### config.mk
export PLATFORM = sky130hd
export DESIGN_NAME = txc_mode_ctrl
export DESIGN_NICKNAME = d
export VERILOG_FILES = /design/src/hdl/txc_pin_sync.v /design/src/hdl/txc_clk_div.v /design/src/hdl/txc_mode_ctrl.v
export VERILOG_INCLUDE_DIRS = /design/src /design/src/hdl
export SDC_FILE = /design/constraint.sdc
export NUM_CORES = 1
export LEC_CHECK = 0
export BUFFER_PORTS_ARGS = -buffer_cell sky130_fd_sc_hd__buf_2
export CORE_MARGIN = 8
export CORE_UTILIZATION = 46
export DETAILED_ROUTE_END_ITERATION = 7
export PLACE_DENSITY_LB_ADDON = 0.15
export SKIP_CTS_REPAIR_TIMING = 1
export SYNTH_ARGS = -nofsm -noshare
export SYNTH_HDL_FRONTEND = slang
export SYNTH_SLANG_ARGS = --single-unit
### constraint.sdc
create_clock -name core_clk -period 2.14 [get_ports core_clk]
set_input_delay 0.107 -clock core_clk [delete_from_list [all_inputs] [get_ports core_clk]]
set_output_delay 0.107 -clock core_clk [all_outputs]
set_load 0.02 [all_outputs]
### src/hdl/txc_map.vh
`ifndef TXC_MAP_VH
`define TXC_MAP_VH

// core clock and start-up timing
`define TXC_CLK_PERIOD_NS 10
`define TXC_TON_NS        1000
`define TXC_TON_CYC       ((`TXC_TON_NS + `TXC_CLK_PERIOD_NS - 1) / `TXC_CLK_PERIOD_NS)

// mode states
`define TXC_ST_STANDBY 2'h0
`define TXC_ST_STARTUP 2'h1
`define TXC_ST_ACTIVE  2'h2

// register byte addresses
`define TXC_ADR_CTRL   8'h00
`define TXC_ADR_STATUS 8'h04
`define TXC_ADR_EVENTS 8'h08
`define TXC_ADR_ID     8'h0C

// control fields and reset value
`define TXC_CTRL_INHIBIT 0
`define TXC_CTRL_RST     1'h0

// status fields
`define TXC_STAT_MODE_LSB  0
`define TXC_STAT_MODE_MSB  1
`define TXC_STAT_LOCK      2
`define TXC_STAT_LOWV      3
`define TXC_STAT_THERM_LSB 4
`define TXC_STAT_THERM_MSB 7
`define TXC_STAT_STEP_LSB  8
`define TXC_STAT_STEP_MSB  10
`define TXC_STAT_PAON      11

// sticky event fields
`define TXC_EVT_LOCKLOST 0
`define TXC_EVT_LOWV     1

// identification value, arbitrary
`define TXC_ID_VALUE 32'h00C0FFEE

// clock divider terminal counts, one below the half period in core cycles
`define TXC_HALF_DIV4  3'h1
`define TXC_HALF_DIV16 3'h7

`endif

### src/hdl/txc_pin_sync.v
`timescale 1ns/10ps
// three-stage pin synchroniser, output moves once stages two and three agree
module txc_pin_sync #(
  parameter WIDTH    = 1,
  parameter RESETVAL = 1'b0
) (
  input  wire             clk,
  input  wire             rst,
  input  wire [WIDTH-1:0] pinIn,
  output reg  [WIDTH-1:0] syncOut
);

  reg [WIDTH-1:0] stage1_r;
  reg [WIDTH-1:0] stage2_r;
  reg [WIDTH-1:0] stage3_r;
  integer         i;

  // synchroniser chain and agreement filter
  always @(posedge clk or posedge rst) begin
    if (rst) begin
      stage1_r <= {WIDTH{RESETVAL}};
      stage2_r <= {WIDTH{RESETVAL}};
      stage3_r <= {WIDTH{RESETVAL}};
      syncOut  <= {WIDTH{RESETVAL}};
    end else begin
      stage1_r <= pinIn;
      stage2_r <= stage1_r;
      stage3_r <= stage2_r;
      for (i = 0; i < WIDTH; i = i + 1) begin
        if (stage2_r[i] == stage3_r[i]) begin
          syncOut[i] <= stage3_r[i];
        end
      end
    end
  end

endmodule

### src/hdl/txc_clk_div.v
`timescale 1ns/10ps
`include "txc_map.vh"
// reference divider for the host clock output, divide by 4 or 16
module txc_clk_div (
  input  wire clk,
  input  wire rst,
  input  wire run,
  input  wire divSel,
  output reg  clkOut
);

  reg  [2:0] halfCnt_r;
  reg        divSelLatched_r;
  wire [2:0] halfLimit;

  assign halfLimit = divSelLatched_r ? `TXC_HALF_DIV16 : `TXC_HALF_DIV4;

  // toggle at each half period, ratio change taken at a half-period boundary
  always @(posedge clk or posedge rst) begin
    if (rst) begin
      halfCnt_r       <= 3'h0;
      divSelLatched_r <= 1'b0;
      clkOut          <= 1'b0;
    end else if (!run) begin
      halfCnt_r       <= 3'h0;
      divSelLatched_r <= divSel;
      clkOut          <= 1'b0;
    end else if (halfCnt_r == halfLimit) begin
      halfCnt_r       <= 3'h0;
      divSelLatched_r <= divSel;
      clkOut          <= ~clkOut;
    end else begin
      halfCnt_r <= halfCnt_r + 3'h1;
    end
  end

endmodule

### src/hdl/txc_mode_ctrl.v
`timescale 1ns/10ps
`include "txc_map.vh"
module txc_mode_ctrl (
  input  wire        core_clk,
  input  wire        sys_rst,
  input  wire        wb_cyc_i,
  input  wire        wb_stb_i,
  input  wire        wb_we_i,
  input  wire [7:0]  wb_adr_i,
  input  wire [3:0]  wb_sel_i,
  input  wire [31:0] wb_dat_i,
  output reg  [31:0] wb_dat_o,
  output reg         wb_ack_o,
  input  wire        txEnablePin,
  input  wire        clockDivideSelect,
  input  wire        shiftKeyingDataIn,
  input  wire [3:0]  pselCompIn,
  input  wire        pllLockIn,
  input  wire        lowVoltIn,
  output reg         txActive,
  output reg         pselSenseEn,
  output reg  [3:0]  paCurrentEn,
  output reg  [2:0]  powerStep,
  output reg         oscLowFreqSel,
  output wire        dividedClockOut
);

  localparam integer TON_CYC_FULL = `TXC_TON_CYC;
  localparam [15:0]  TON_CYC      = TON_CYC_FULL[15:0];

  // synchronised pin levels
  wire       enSync;
  wire       divSelSync;
  wire       fskSync;
  wire [3:0] thermSync;
  wire       lockSync;
  wire       lowVSync;

  // mode state and start-up timer
  reg  [1:0]  state_r;
  reg  [1:0]  state_nxt;
  reg  [15:0] startCnt_r;
  reg  [15:0] startCnt_nxt;

  // software registers
  reg         ctrlInhibit_r;
  reg  [1:0]  events_r;
  reg  [1:0]  events_nxt;
  reg  [31:0] rdData;

  // derived power control terms
  wire        enableReq;
  wire        paGate;
  wire [3:0]  thermUsed;
  reg  [2:0]  stepCount;
  wire        busReq;
  wire        busWrite;
  wire        lockLostEvt;
  wire        lowVEvt;
  integer     k;

  // enable pin resets low, so a floating pad with its pull-down reads as standby
  txc_pin_sync #(
    .WIDTH    (1),
    .RESETVAL (1'b0)
  ) u_sync_en (
    .clk     (core_clk),
    .rst     (sys_rst),
    .pinIn   (txEnablePin),
    .syncOut (enSync)
  );

  // divider select and keying data
  txc_pin_sync #(
    .WIDTH    (2),
    .RESETVAL (1'b0)
  ) u_sync_ctl (
    .clk     (core_clk),
    .rst     (sys_rst),
    .pinIn   ({clockDivideSelect, shiftKeyingDataIn}),
    .syncOut ({divSelSync, fskSync})
  );

  // four power-select comparator outputs
  txc_pin_sync #(
    .WIDTH    (4),
    .RESETVAL (1'b0)
  ) u_sync_therm (
    .clk     (core_clk),
    .rst     (sys_rst),
    .pinIn   (pselCompIn),
    .syncOut (thermSync)
  );

  // lock and low-voltage flags, both start in the blocking state
  txc_pin_sync #(
    .WIDTH    (1),
    .RESETVAL (1'b0)
  ) u_sync_lock (
    .clk     (core_clk),
    .rst     (sys_rst),
    .pinIn   (pllLockIn),
    .syncOut (lockSync)
  );

  txc_pin_sync #(
    .WIDTH    (1),
    .RESETVAL (1'b1)
  ) u_sync_lowv (
    .clk     (core_clk),
    .rst     (sys_rst),
    .pinIn   (lowVoltIn),
    .syncOut (lowVSync)
  );

  // enable request after the software inhibit
  assign enableReq = enSync & ~ctrlInhibit_r;

  // mode state machine with start-up wait
  always @* begin
    state_nxt    = state_r;
    startCnt_nxt = startCnt_r;
    case (state_r)
      `TXC_ST_STANDBY: begin
        startCnt_nxt = 16'h0000;
        if (enableReq) begin
          state_nxt = `TXC_ST_STARTUP;
        end
      end
      `TXC_ST_STARTUP: begin
        if (!enableReq) begin
          state_nxt    = `TXC_ST_STANDBY;
          startCnt_nxt = 16'h0000;
        end else if (startCnt_r < TON_CYC) begin
          startCnt_nxt = startCnt_r + 16'h0001;
        end else if (lockSync) begin
          state_nxt = `TXC_ST_ACTIVE;
        end
      end
      `TXC_ST_ACTIVE: begin
        if (!enableReq) begin
          state_nxt    = `TXC_ST_STANDBY;
          startCnt_nxt = 16'h0000;
        end
      end
      default: begin
        state_nxt    = `TXC_ST_STANDBY;
        startCnt_nxt = 16'h0000;
      end
    endcase
  end

  // state registers
  always @(posedge core_clk or posedge sys_rst) begin
    if (sys_rst) begin
      state_r    <= `TXC_ST_STANDBY;
      startCnt_r <= 16'h0000;
    end else begin
      state_r    <= state_nxt;
      startCnt_r <= startCnt_nxt;
    end
  end

  // amplifier gate: active and still enabled, locked and supply good
  // enable dropping closes the gate on the same edge the sense path turns off
  assign paGate = (state_r == `TXC_ST_ACTIVE) & enableReq & lockSync & ~lowVSync;

  // comparator code ignored while the sense path is off
  assign thermUsed = pselSenseEn ? thermSync : 4'h0;

  // count of set thermometer bits
  always @* begin
    stepCount = 3'h0;
    for (k = 0; k < 4; k = k + 1) begin
      stepCount = stepCount + {2'h0, thermUsed[k]};
    end
  end

  // transmit path outputs
  always @(posedge core_clk or posedge sys_rst) begin
    if (sys_rst) begin
      txActive      <= 1'b0;
      pselSenseEn   <= 1'b0;
      paCurrentEn   <= 4'h0;
      powerStep     <= 3'h0;
      oscLowFreqSel <= 1'b0;
    end else begin
      txActive    <= (state_nxt != `TXC_ST_STANDBY);
      pselSenseEn <= (state_nxt != `TXC_ST_STANDBY);
      // each code bit drives one weighted source
      paCurrentEn <= paGate ? thermUsed : 4'h0;
      powerStep   <= paGate ? stepCount : 3'h0;
      // pull switch closed for data 0 while running
      oscLowFreqSel <= (state_nxt != `TXC_ST_STANDBY) & ~fskSync;
    end
  end

  // host clock output runs outside standby
  txc_clk_div u_clk_div (
    .clk    (core_clk),
    .rst    (sys_rst),
    .run    (txActive),
    .divSel (divSelSync),
    .clkOut (dividedClockOut)
  );

  // bus request qualification, a write lands on the edge where the master samples ack
  assign busReq   = wb_cyc_i & wb_stb_i & ~wb_ack_o;
  assign busWrite = wb_cyc_i & wb_stb_i & wb_ack_o & wb_we_i & wb_sel_i[0];

  // sticky events: lock dropped while active, supply trip while running
  assign lockLostEvt = (state_r == `TXC_ST_ACTIVE) & ~lockSync;
  assign lowVEvt     = (state_r != `TXC_ST_STANDBY) & lowVSync;

  // write-one-to-clear, a new event wins over the clear
  always @* begin
    events_nxt = events_r;
    if (busWrite && (wb_adr_i == `TXC_ADR_EVENTS)) begin
      events_nxt = events_r & ~wb_dat_i[`TXC_EVT_LOWV:`TXC_EVT_LOCKLOST];
    end
    if (lockLostEvt) begin
      events_nxt[`TXC_EVT_LOCKLOST] = 1'b1;
    end
    if (lowVEvt) begin
      events_nxt[`TXC_EVT_LOWV] = 1'b1;
    end
  end

  // control and event registers
  always @(posedge core_clk or posedge sys_rst) begin
    if (sys_rst) begin
      ctrlInhibit_r <= `TXC_CTRL_RST;
      events_r      <= 2'h0;
    end else begin
      events_r <= events_nxt;
      if (busWrite && (wb_adr_i == `TXC_ADR_CTRL)) begin
        ctrlInhibit_r <= wb_dat_i[`TXC_CTRL_INHIBIT];
      end
    end
  end

  // read multiplexer, unmapped words read zero
  always @* begin
    rdData = 32'h00000000;
    case (wb_adr_i)
      `TXC_ADR_CTRL: begin
        rdData[`TXC_CTRL_INHIBIT] = ctrlInhibit_r;
      end
      `TXC_ADR_STATUS: begin
        rdData[`TXC_STAT_MODE_MSB:`TXC_STAT_MODE_LSB]   = state_r;
        rdData[`TXC_STAT_LOCK]                          = lockSync;
        rdData[`TXC_STAT_LOWV]                          = lowVSync;
        rdData[`TXC_STAT_THERM_MSB:`TXC_STAT_THERM_LSB] = thermUsed;
        rdData[`TXC_STAT_STEP_MSB:`TXC_STAT_STEP_LSB]   = powerStep;
        rdData[`TXC_STAT_PAON]                          = |paCurrentEn;
      end
      `TXC_ADR_EVENTS: begin
        rdData[`TXC_EVT_LOWV:`TXC_EVT_LOCKLOST] = events_r;
      end
      `TXC_ADR_ID: begin
        rdData = `TXC_ID_VALUE;
      end
      default: begin
        rdData = 32'h00000000;
      end
    endcase
  end

  // classic single-cycle answer, ack one cycle then dropped
  always @(posedge core_clk or posedge sys_rst) begin
    if (sys_rst) begin
      wb_ack_o <= 1'b0;
      wb_dat_o <= 32'h00000000;
    end else begin
      wb_ack_o <= busReq;
      if (busReq && !wb_we_i) begin
        wb_dat_o <= rdData;
      end
    end
  end

endmodule

After elaboration in Yosys (flattened, before gate mapping)
Index checks and enable logic that the tools add are counted.
- $add $sub $neg: 5
- order comparisons: 1
- equal/unequal tests: 18
- multiplexer cells: 27
- bitwise logic cells: 20
- reductions and logical operators: 12
- operators with widths (cell ; count):
    2-to-1 mux 16 bit ; 3
    one-hot mux 16 bit (2 select lines) ; 1
    one-hot mux 10 bit (2 select lines) ; 1
    adder 16 x 1 -> 16 bit, second input constant ; 1
    == test 8 x 4 -> 1 bit, second input constant ; 2
    < comparator 16 x 7 -> 1 bit, second input constant ; 1
    bitwise AND 1 bit ; 12
    2-to-1 mux 12 bit ; 1
    2-to-1 mux 2 bit ; 6
    2-to-1 mux 3 bit ; 4
    == test 1 bit ; 9
    == test 8 x 3 -> 1 bit, second input constant ; 1
    zero test 8 bit ; 1
    2-to-1 mux 4 bit ; 2
    nonzero test 2 bit ; 4
    2-to-1 mux 1 bit ; 6
    NOT 1 bit ; 6
    one-hot mux 1 bit (3 select lines) ; 2
    one-hot mux 2 bit (3 select lines) ; 1
    OR reduction 4 bit ; 1
    adder 2 x 1 -> 3 bit ; 1
    adder 3 x 1 -> 3 bit ; 1
    adder 3 x 1 -> 3 bit, second input constant ; 1
    == test 3 bit ; 1
    other kinds (12) ; 14
- register bits after elaboration: 104
- input bits: 58
- output and inout bits: 44
- word-level logic and storage cells: 121

Depth between registers and ports, before layout
- depth after elaboration: 7
- mapped depth: 6
- depth with buffers taken out: 6

By module
A second synthesis with hierarchy kept.
- cells, all modules: 288
- area, all modules: 3468.3 µm²
- by module, submodules not included (module ; times used ; cells an instance ; area an instance (µm²) ; seq. area each (µm²)):
    txc_mode_ctrl ; 1 ; 212 ; 2182.1 ; 1101.1
    txc_pin_sync at u_sync_therm ; 1 ; 21 ; 449.2 ; 400.4
    txc_clk_div ; 1 ; 26 ; 260.2 ; 125.1
    txc_pin_sync at u_sync_en ... ; 2 ; 6 ; 115.1 ; 100.1
    txc_pin_sync at u_sync_ctl ; 1 ; 11 ; 226.5 ; 200.2
    txc_pin_sync at u_sync_lowv ; 1 ; 6 ; 120.1 ; 105.1

Worst setup path after synthesis
Ideal clock, no wire load.
- path kind: flip-flop to flip-flop
- start: register pselSenseEn
- end: register powerStep[1]
- setup time: 119 ps
- arrival: 1794 ps
- data required time: 2021 ps
- setup slack: 227 ps
- stages on the path, launching flop included: 6
- buffers on the path: 0
- period minus slack after synthesis: 1913 ps
- cells stage by stage: dfrtp_1 > and2_1 > fa_1 > ha_1 > ha_1 > and2_1
- word-level cells in the longest chain between the ends: 5
- ends and longest elaborated chain (element ; RTL line ; source):
    from (decl) ; txc_mode_ctrl.v:21 ; output reg pselSenseEn,
    from (signal assigned) ; txc_mode_ctrl.v:189 ; pselSenseEn <= (state_nxt != `TXC_ST_STANDBY);
    2-to-1 mux 4 bit * ; txc_mode_ctrl.v:169 ; assign thermUsed = pselSenseEn ? thermSync : 4'h0;
    adder 1 x 1 -> 2 bit ; txc_mode_ctrl.v:175 ; stepCount = stepCount + {2'h0, thermUsed[k]};
    adder 2 x 1 -> 3 bit ; txc_mode_ctrl.v:175 ;
    adder 3 x 1 -> 3 bit * ; txc_mode_ctrl.v:175 ;
    2-to-1 mux 3 bit * ; txc_mode_ctrl.v:192 ; powerStep <= paGate ? stepCount : 3'h0;
    to (signal assigned) ; txc_mode_ctrl.v:192 ;
    to (decl) ; txc_mode_ctrl.v:23 ; output reg [2:0] powerStep,
Mark *: on every way between the ends. The rest lies on a longest branch, timed or not.
A chain may end at the register's enable or synchronous reset.

Final worst setup path
- start: register wb_ack_o
- end: register wb_dat_o[11]
- word-level cells in the longest chain between the ends: 3
- ends and longest elaborated chain (element ; RTL line ; source):
    from (decl) ; txc_mode_ctrl.v:13 ; output reg wb_ack_o,
    from (signal assigned) ; txc_mode_ctrl.v:275 ; wb_ack_o <= busReq;
    NOT 1 bit ; txc_mode_ctrl.v:208 ; assign busReq = wb_cyc_i & wb_stb_i & ~wb_ack_o;
    bitwise AND 1 bit ; txc_mode_ctrl.v:208 ;
    logical AND 1 bit ; txc_mode_ctrl.v:276 ; if (busReq && !wb_we_i) begin
    to (signal assigned) ; txc_mode_ctrl.v:277 ; wb_dat_o <= rdData;
    to (decl) ; txc_mode_ctrl.v:12 ; output reg [31:0] wb_dat_o,
No other way between the ends.

==> run_results.csv <==
group,metric,value,unit
worst_setup_path,slowest_delay,0.77,ns
finish,drive_above_1_share,25.29,%
finish,multi_input_comb_area,0.001066,sq mm
detailed_routing,num_vias,2116,
sta,min_period_over_period,90.67,%
placed_design,dp.cells,417,
yosys,synth_cell_types,49,
worst_setup_path,crit_family,"compound AO/OA/AOI/OAI gates",
finish,fill_cells,643,
detailed_routing,routed_via_density,4.777,
sta,hold_viol_final,0,
finish,area_growth,18.78,%
finish,finalNonFillerCells,443,
yosys,seq_area_frac_synth,63.87,%
worst_setup_path,crit_path_max_fanout,10,
floorplan,dieArea,0.01024,sq mm
detailed_routing,drtPass1Iterations,4,
yosys,syn_area_per_cell,12.41,sq um
placed_design,gp_congestion,0.7693,
min_path,holdPathStages,2,
clocking,root_buffer,"clkbuf_8",
min_path,hold_path_end,"ctrlInhibit_r",
worst_setup_path,worst_r2r_path_depth,3,
floorplan,die_h,101.2,um
worst_setup_path,critical_path_required,2.32,ns
min_path,hold_path.startpoint,"wb_dat_i[0]",
grt,track_usage,12.25,%
clocking,numClockSinks,85,
grt,antenna_found_initial,0,
worst_setup_path,start_kind,"register",
yosys,synth_edf_count,0,
power,pwr_density_cell,824.4,mW/mm^2
grt,grt_overflow,0,
power,p_leak,1.895,nW
finish,nets,402,
yosys,yosysWarnings,0,
power,vdd_ir_drop_max,523.3,uV
worst_setup_path,crit_slowest_cell,"a31oi_1",
worst_setup_path,r2r_slack,0.20,ns
worst_setup_path,worstPathArrival,2.12,ns
yosys,synthCells,269,
worst_setup_path,r2r-start,"wb_ack_o",
clocking,cts_max_path_buffers,2,
yosys,ys_ff_latch,85,
detailed_routing,drc,0,
grt,grt_max_degree,86,
detailed_routing,ant_nets,0,
sta,setup_violations,0,
finish,antennaDiodeCount,0,
worst_setup_path,cp.depth,3,
worst_setup_path,cp_num_buf_inv,0,
sta,setup_tns,0,ns
floorplan,io-pin-count,102,
sta,max_freq,515.4,MHz
yosys,synth_area,0.003338,sq mm
finish,seqCellArea,0.002132,sq mm
clocking,cts_tree,"done",
placed_design,dp_hpwl,4.081,mm
sta,slew_headroom,32.71,%
floorplan,fp-row-count,31,
clocking,htreeDepth,3,
worst_setup_path,crit_chain,"or3_1 -> a31oi_1 -> a21oi_1",
grt,grt_pass1_wl,9.839,mm
detailed_routing,routedWlPerCell,13.29,um
placed_design,io_buffers,54,
sta,tightest_slew,1.005,ns
detailed_routing,wl,5.888,mm
worst_setup_path,r2r_end,"wb_dat_o[11]",
clocking,clock_latency,0.34,ns
floorplan,core-area,0.007137,sq mm
sta,maxSlewViolCount,0,
job,maxCapViolations,0,
worst_setup_path,critical_path_class,"reg2reg",
detailed_routing,first_iter_violations,75,
floorplan,die_w,101.2,um
clocking,clkTransAtPathRegs,0.08,ns
min_path,worstHoldPathType,"in2reg",
worst_setup_path,endpoint_kind,"register",
run_status,outcome,"finished, final reports clean",
yosys,synth-main-ff-cell,"dfrtp_1",
sta,rsz0062_at_grt,"false",
grt,grt_pass1_vias,2022,
yosys,async_reset_ff_share,100.0,%
sta,fin_crit,1.940,ns
floorplan,start_util,46.77,%
clocking,numCtsBuffers,9,
sta,fin_skew,0.01118,ns
-- cells by family (layout without fill, tap and decap cells) --
group	count (synthesis)	in the layout	share of synthesized area [%]
adder cells (fa/ha/maj)	14	14	4.798
multiplexers	2	2	0.6372
buffers and inverters	30	92	5.659
XOR/XNOR	2	2	0.5248
flip-flops	85	85	63.87
other	1	14	0.1123
AND/OR/NAND/NOR	97	97	16.79
AO/OA/AOI/OAI	38	38	7.609
-- placed cells by master (no fill, tap or decap), types with 3 or more instances in the layout --
master,n
nand2_1,21
nor2_1,17
o21ai_0,4
buf_2,54
nor3_1,4
ha_1,4
buf_4,6
nand4b_1,4
dlygate4sd3_1,10
nand2b_1,3
dfstp_2,4
nand4_1,3
a21boi_0,3
maj3_1,9
nand3b_1,3
and3_1,3
nand3_1,5
and2_1,20
clkinv_2,3
dfrtp_1,81
clkbuf_8,9
a21oi_1,14
conb_1,14
inv_1,4
-- worst register-to-register path, cell delays in order (launching register included) --
cell and delay [ns]:
dfrtp_1 0.42, or3_1 0.45, a31oi_1 0.77, a21oi_1 0.14
-- cell type report --
type | instances | share of cell area [%]
inverters | 5 | 0.5680
flip-flops and latches | 85 | 53.77
clock buffers | 11 | 3.313
clock inverters | 5 | 1.357
well taps | 99 | 3.124
repair buffers | 71 | 10.98
multi-input cells | 167 | 26.89
-- per-stage QoR --
step | util (%) | cell area [sq um] | power, mW | setup WS [ns] | hold WS, ns
finish | 55.56 | 3965 | 3.269 | 0.1998 | 0.03339
global route | 55.56 | 3965 | 3.443 | 0.009259 | 0.02638
CTS | 54.16 | 3865 | 3.301 | 0.1739 | -0.1537
detailed placement | 51.56 | 3680 | 2.228 | 0.1864 | 0.2159
global placement | 51.56 | 3680 | 2.217 | 0.1994 | 0.2149
floorplan | - | 3391 | 2.118 | 0.2268 | 0.1115
-- flip-flops by register name, summed over array words and instances, names as in the netlist, 2 cells and up --
register and count:
u_sync_therm.stage1_r 4, u_clk_div.halfCnt_r 3, u_sync_therm.stage3_r 4, paCurrentEn 4
u_sync_therm.syncOut 4, u_sync_ctl.stage3_r 2, u_sync_ctl.syncOut 2, powerStep 3
u_sync_ctl.stage2_r 2, wb_dat_o 13, u_sync_ctl.stage1_r 2, state_r 2
u_sync_therm.stage2_r 4, events_r 2, startCnt_r 16
-- Yosys cell counts, drive strengths merged, types with 2 or more instances --
master  number  share of area (%)
a21oi       14                2.1
dfstp        4                3.1
ha           4                1.5
or4          2               0.56
nand4b       4                1.0
o31ai        2               0.45
inv          5               0.56
o211ai       2               0.45
nor3b        2               0.45
nor3         5                1.1
or3          2               0.37
nand4        3               0.56
nor2        17                1.9
xnor2        2               0.52
nand2       21                2.4
nor2b        2               0.37
clkbuf       4               0.45
o21ai        4               0.60
nor4         3                1.0
nand3b       3               0.67
dfrtp       81                 61
a21boi       3               0.67
nand3        5               0.75
nand2b       3               0.56
buf         21                4.6
and3         3               0.56
maj3         9                2.7
a32o         2               0.60
a21o         2               0.45
and2        20                3.7
-- layer usage --
layer	vias to the layer above	wire, um	track usage (%)
li1	1032	-	-
met1	1013	2910	16.70
met2	61	2362	16.70
met3	10	510	4.399
met4	0	105	6.186
met5	-	0	0
-- power by group --
part | total [mW] | internal (mW) | leakage, nW | switching, mW
combinational | 0.416 | 0.159 | 0.738 | 0.257
sequential | 1.79 | 1.71 | 1.06 | 0.0745
clock | 1.07 | 0.537 | 0.0971 | 0.529
-- how the worst max path moves through the flow --
stage | startpoint | end | slack [ns]
2_1_floorplan | pselSenseEn | powerStep[1] | 0.23
3_3_place_gp | wb_ack_o | wb_dat_o[7] | 0.20
3_5_place_dp | wb_ack_o | wb_dat_o[10] | 0.19
4_1_cts | wb_ack_o | wb_dat_o[11] | 0.17
5_1_grt | wb_ack_o | wb_dat_o[3] | 0.009
6_report | wb_ack_o | wb_dat_o[11] | 0.20
No activity file was read; power rests on OpenSTA's default activity.
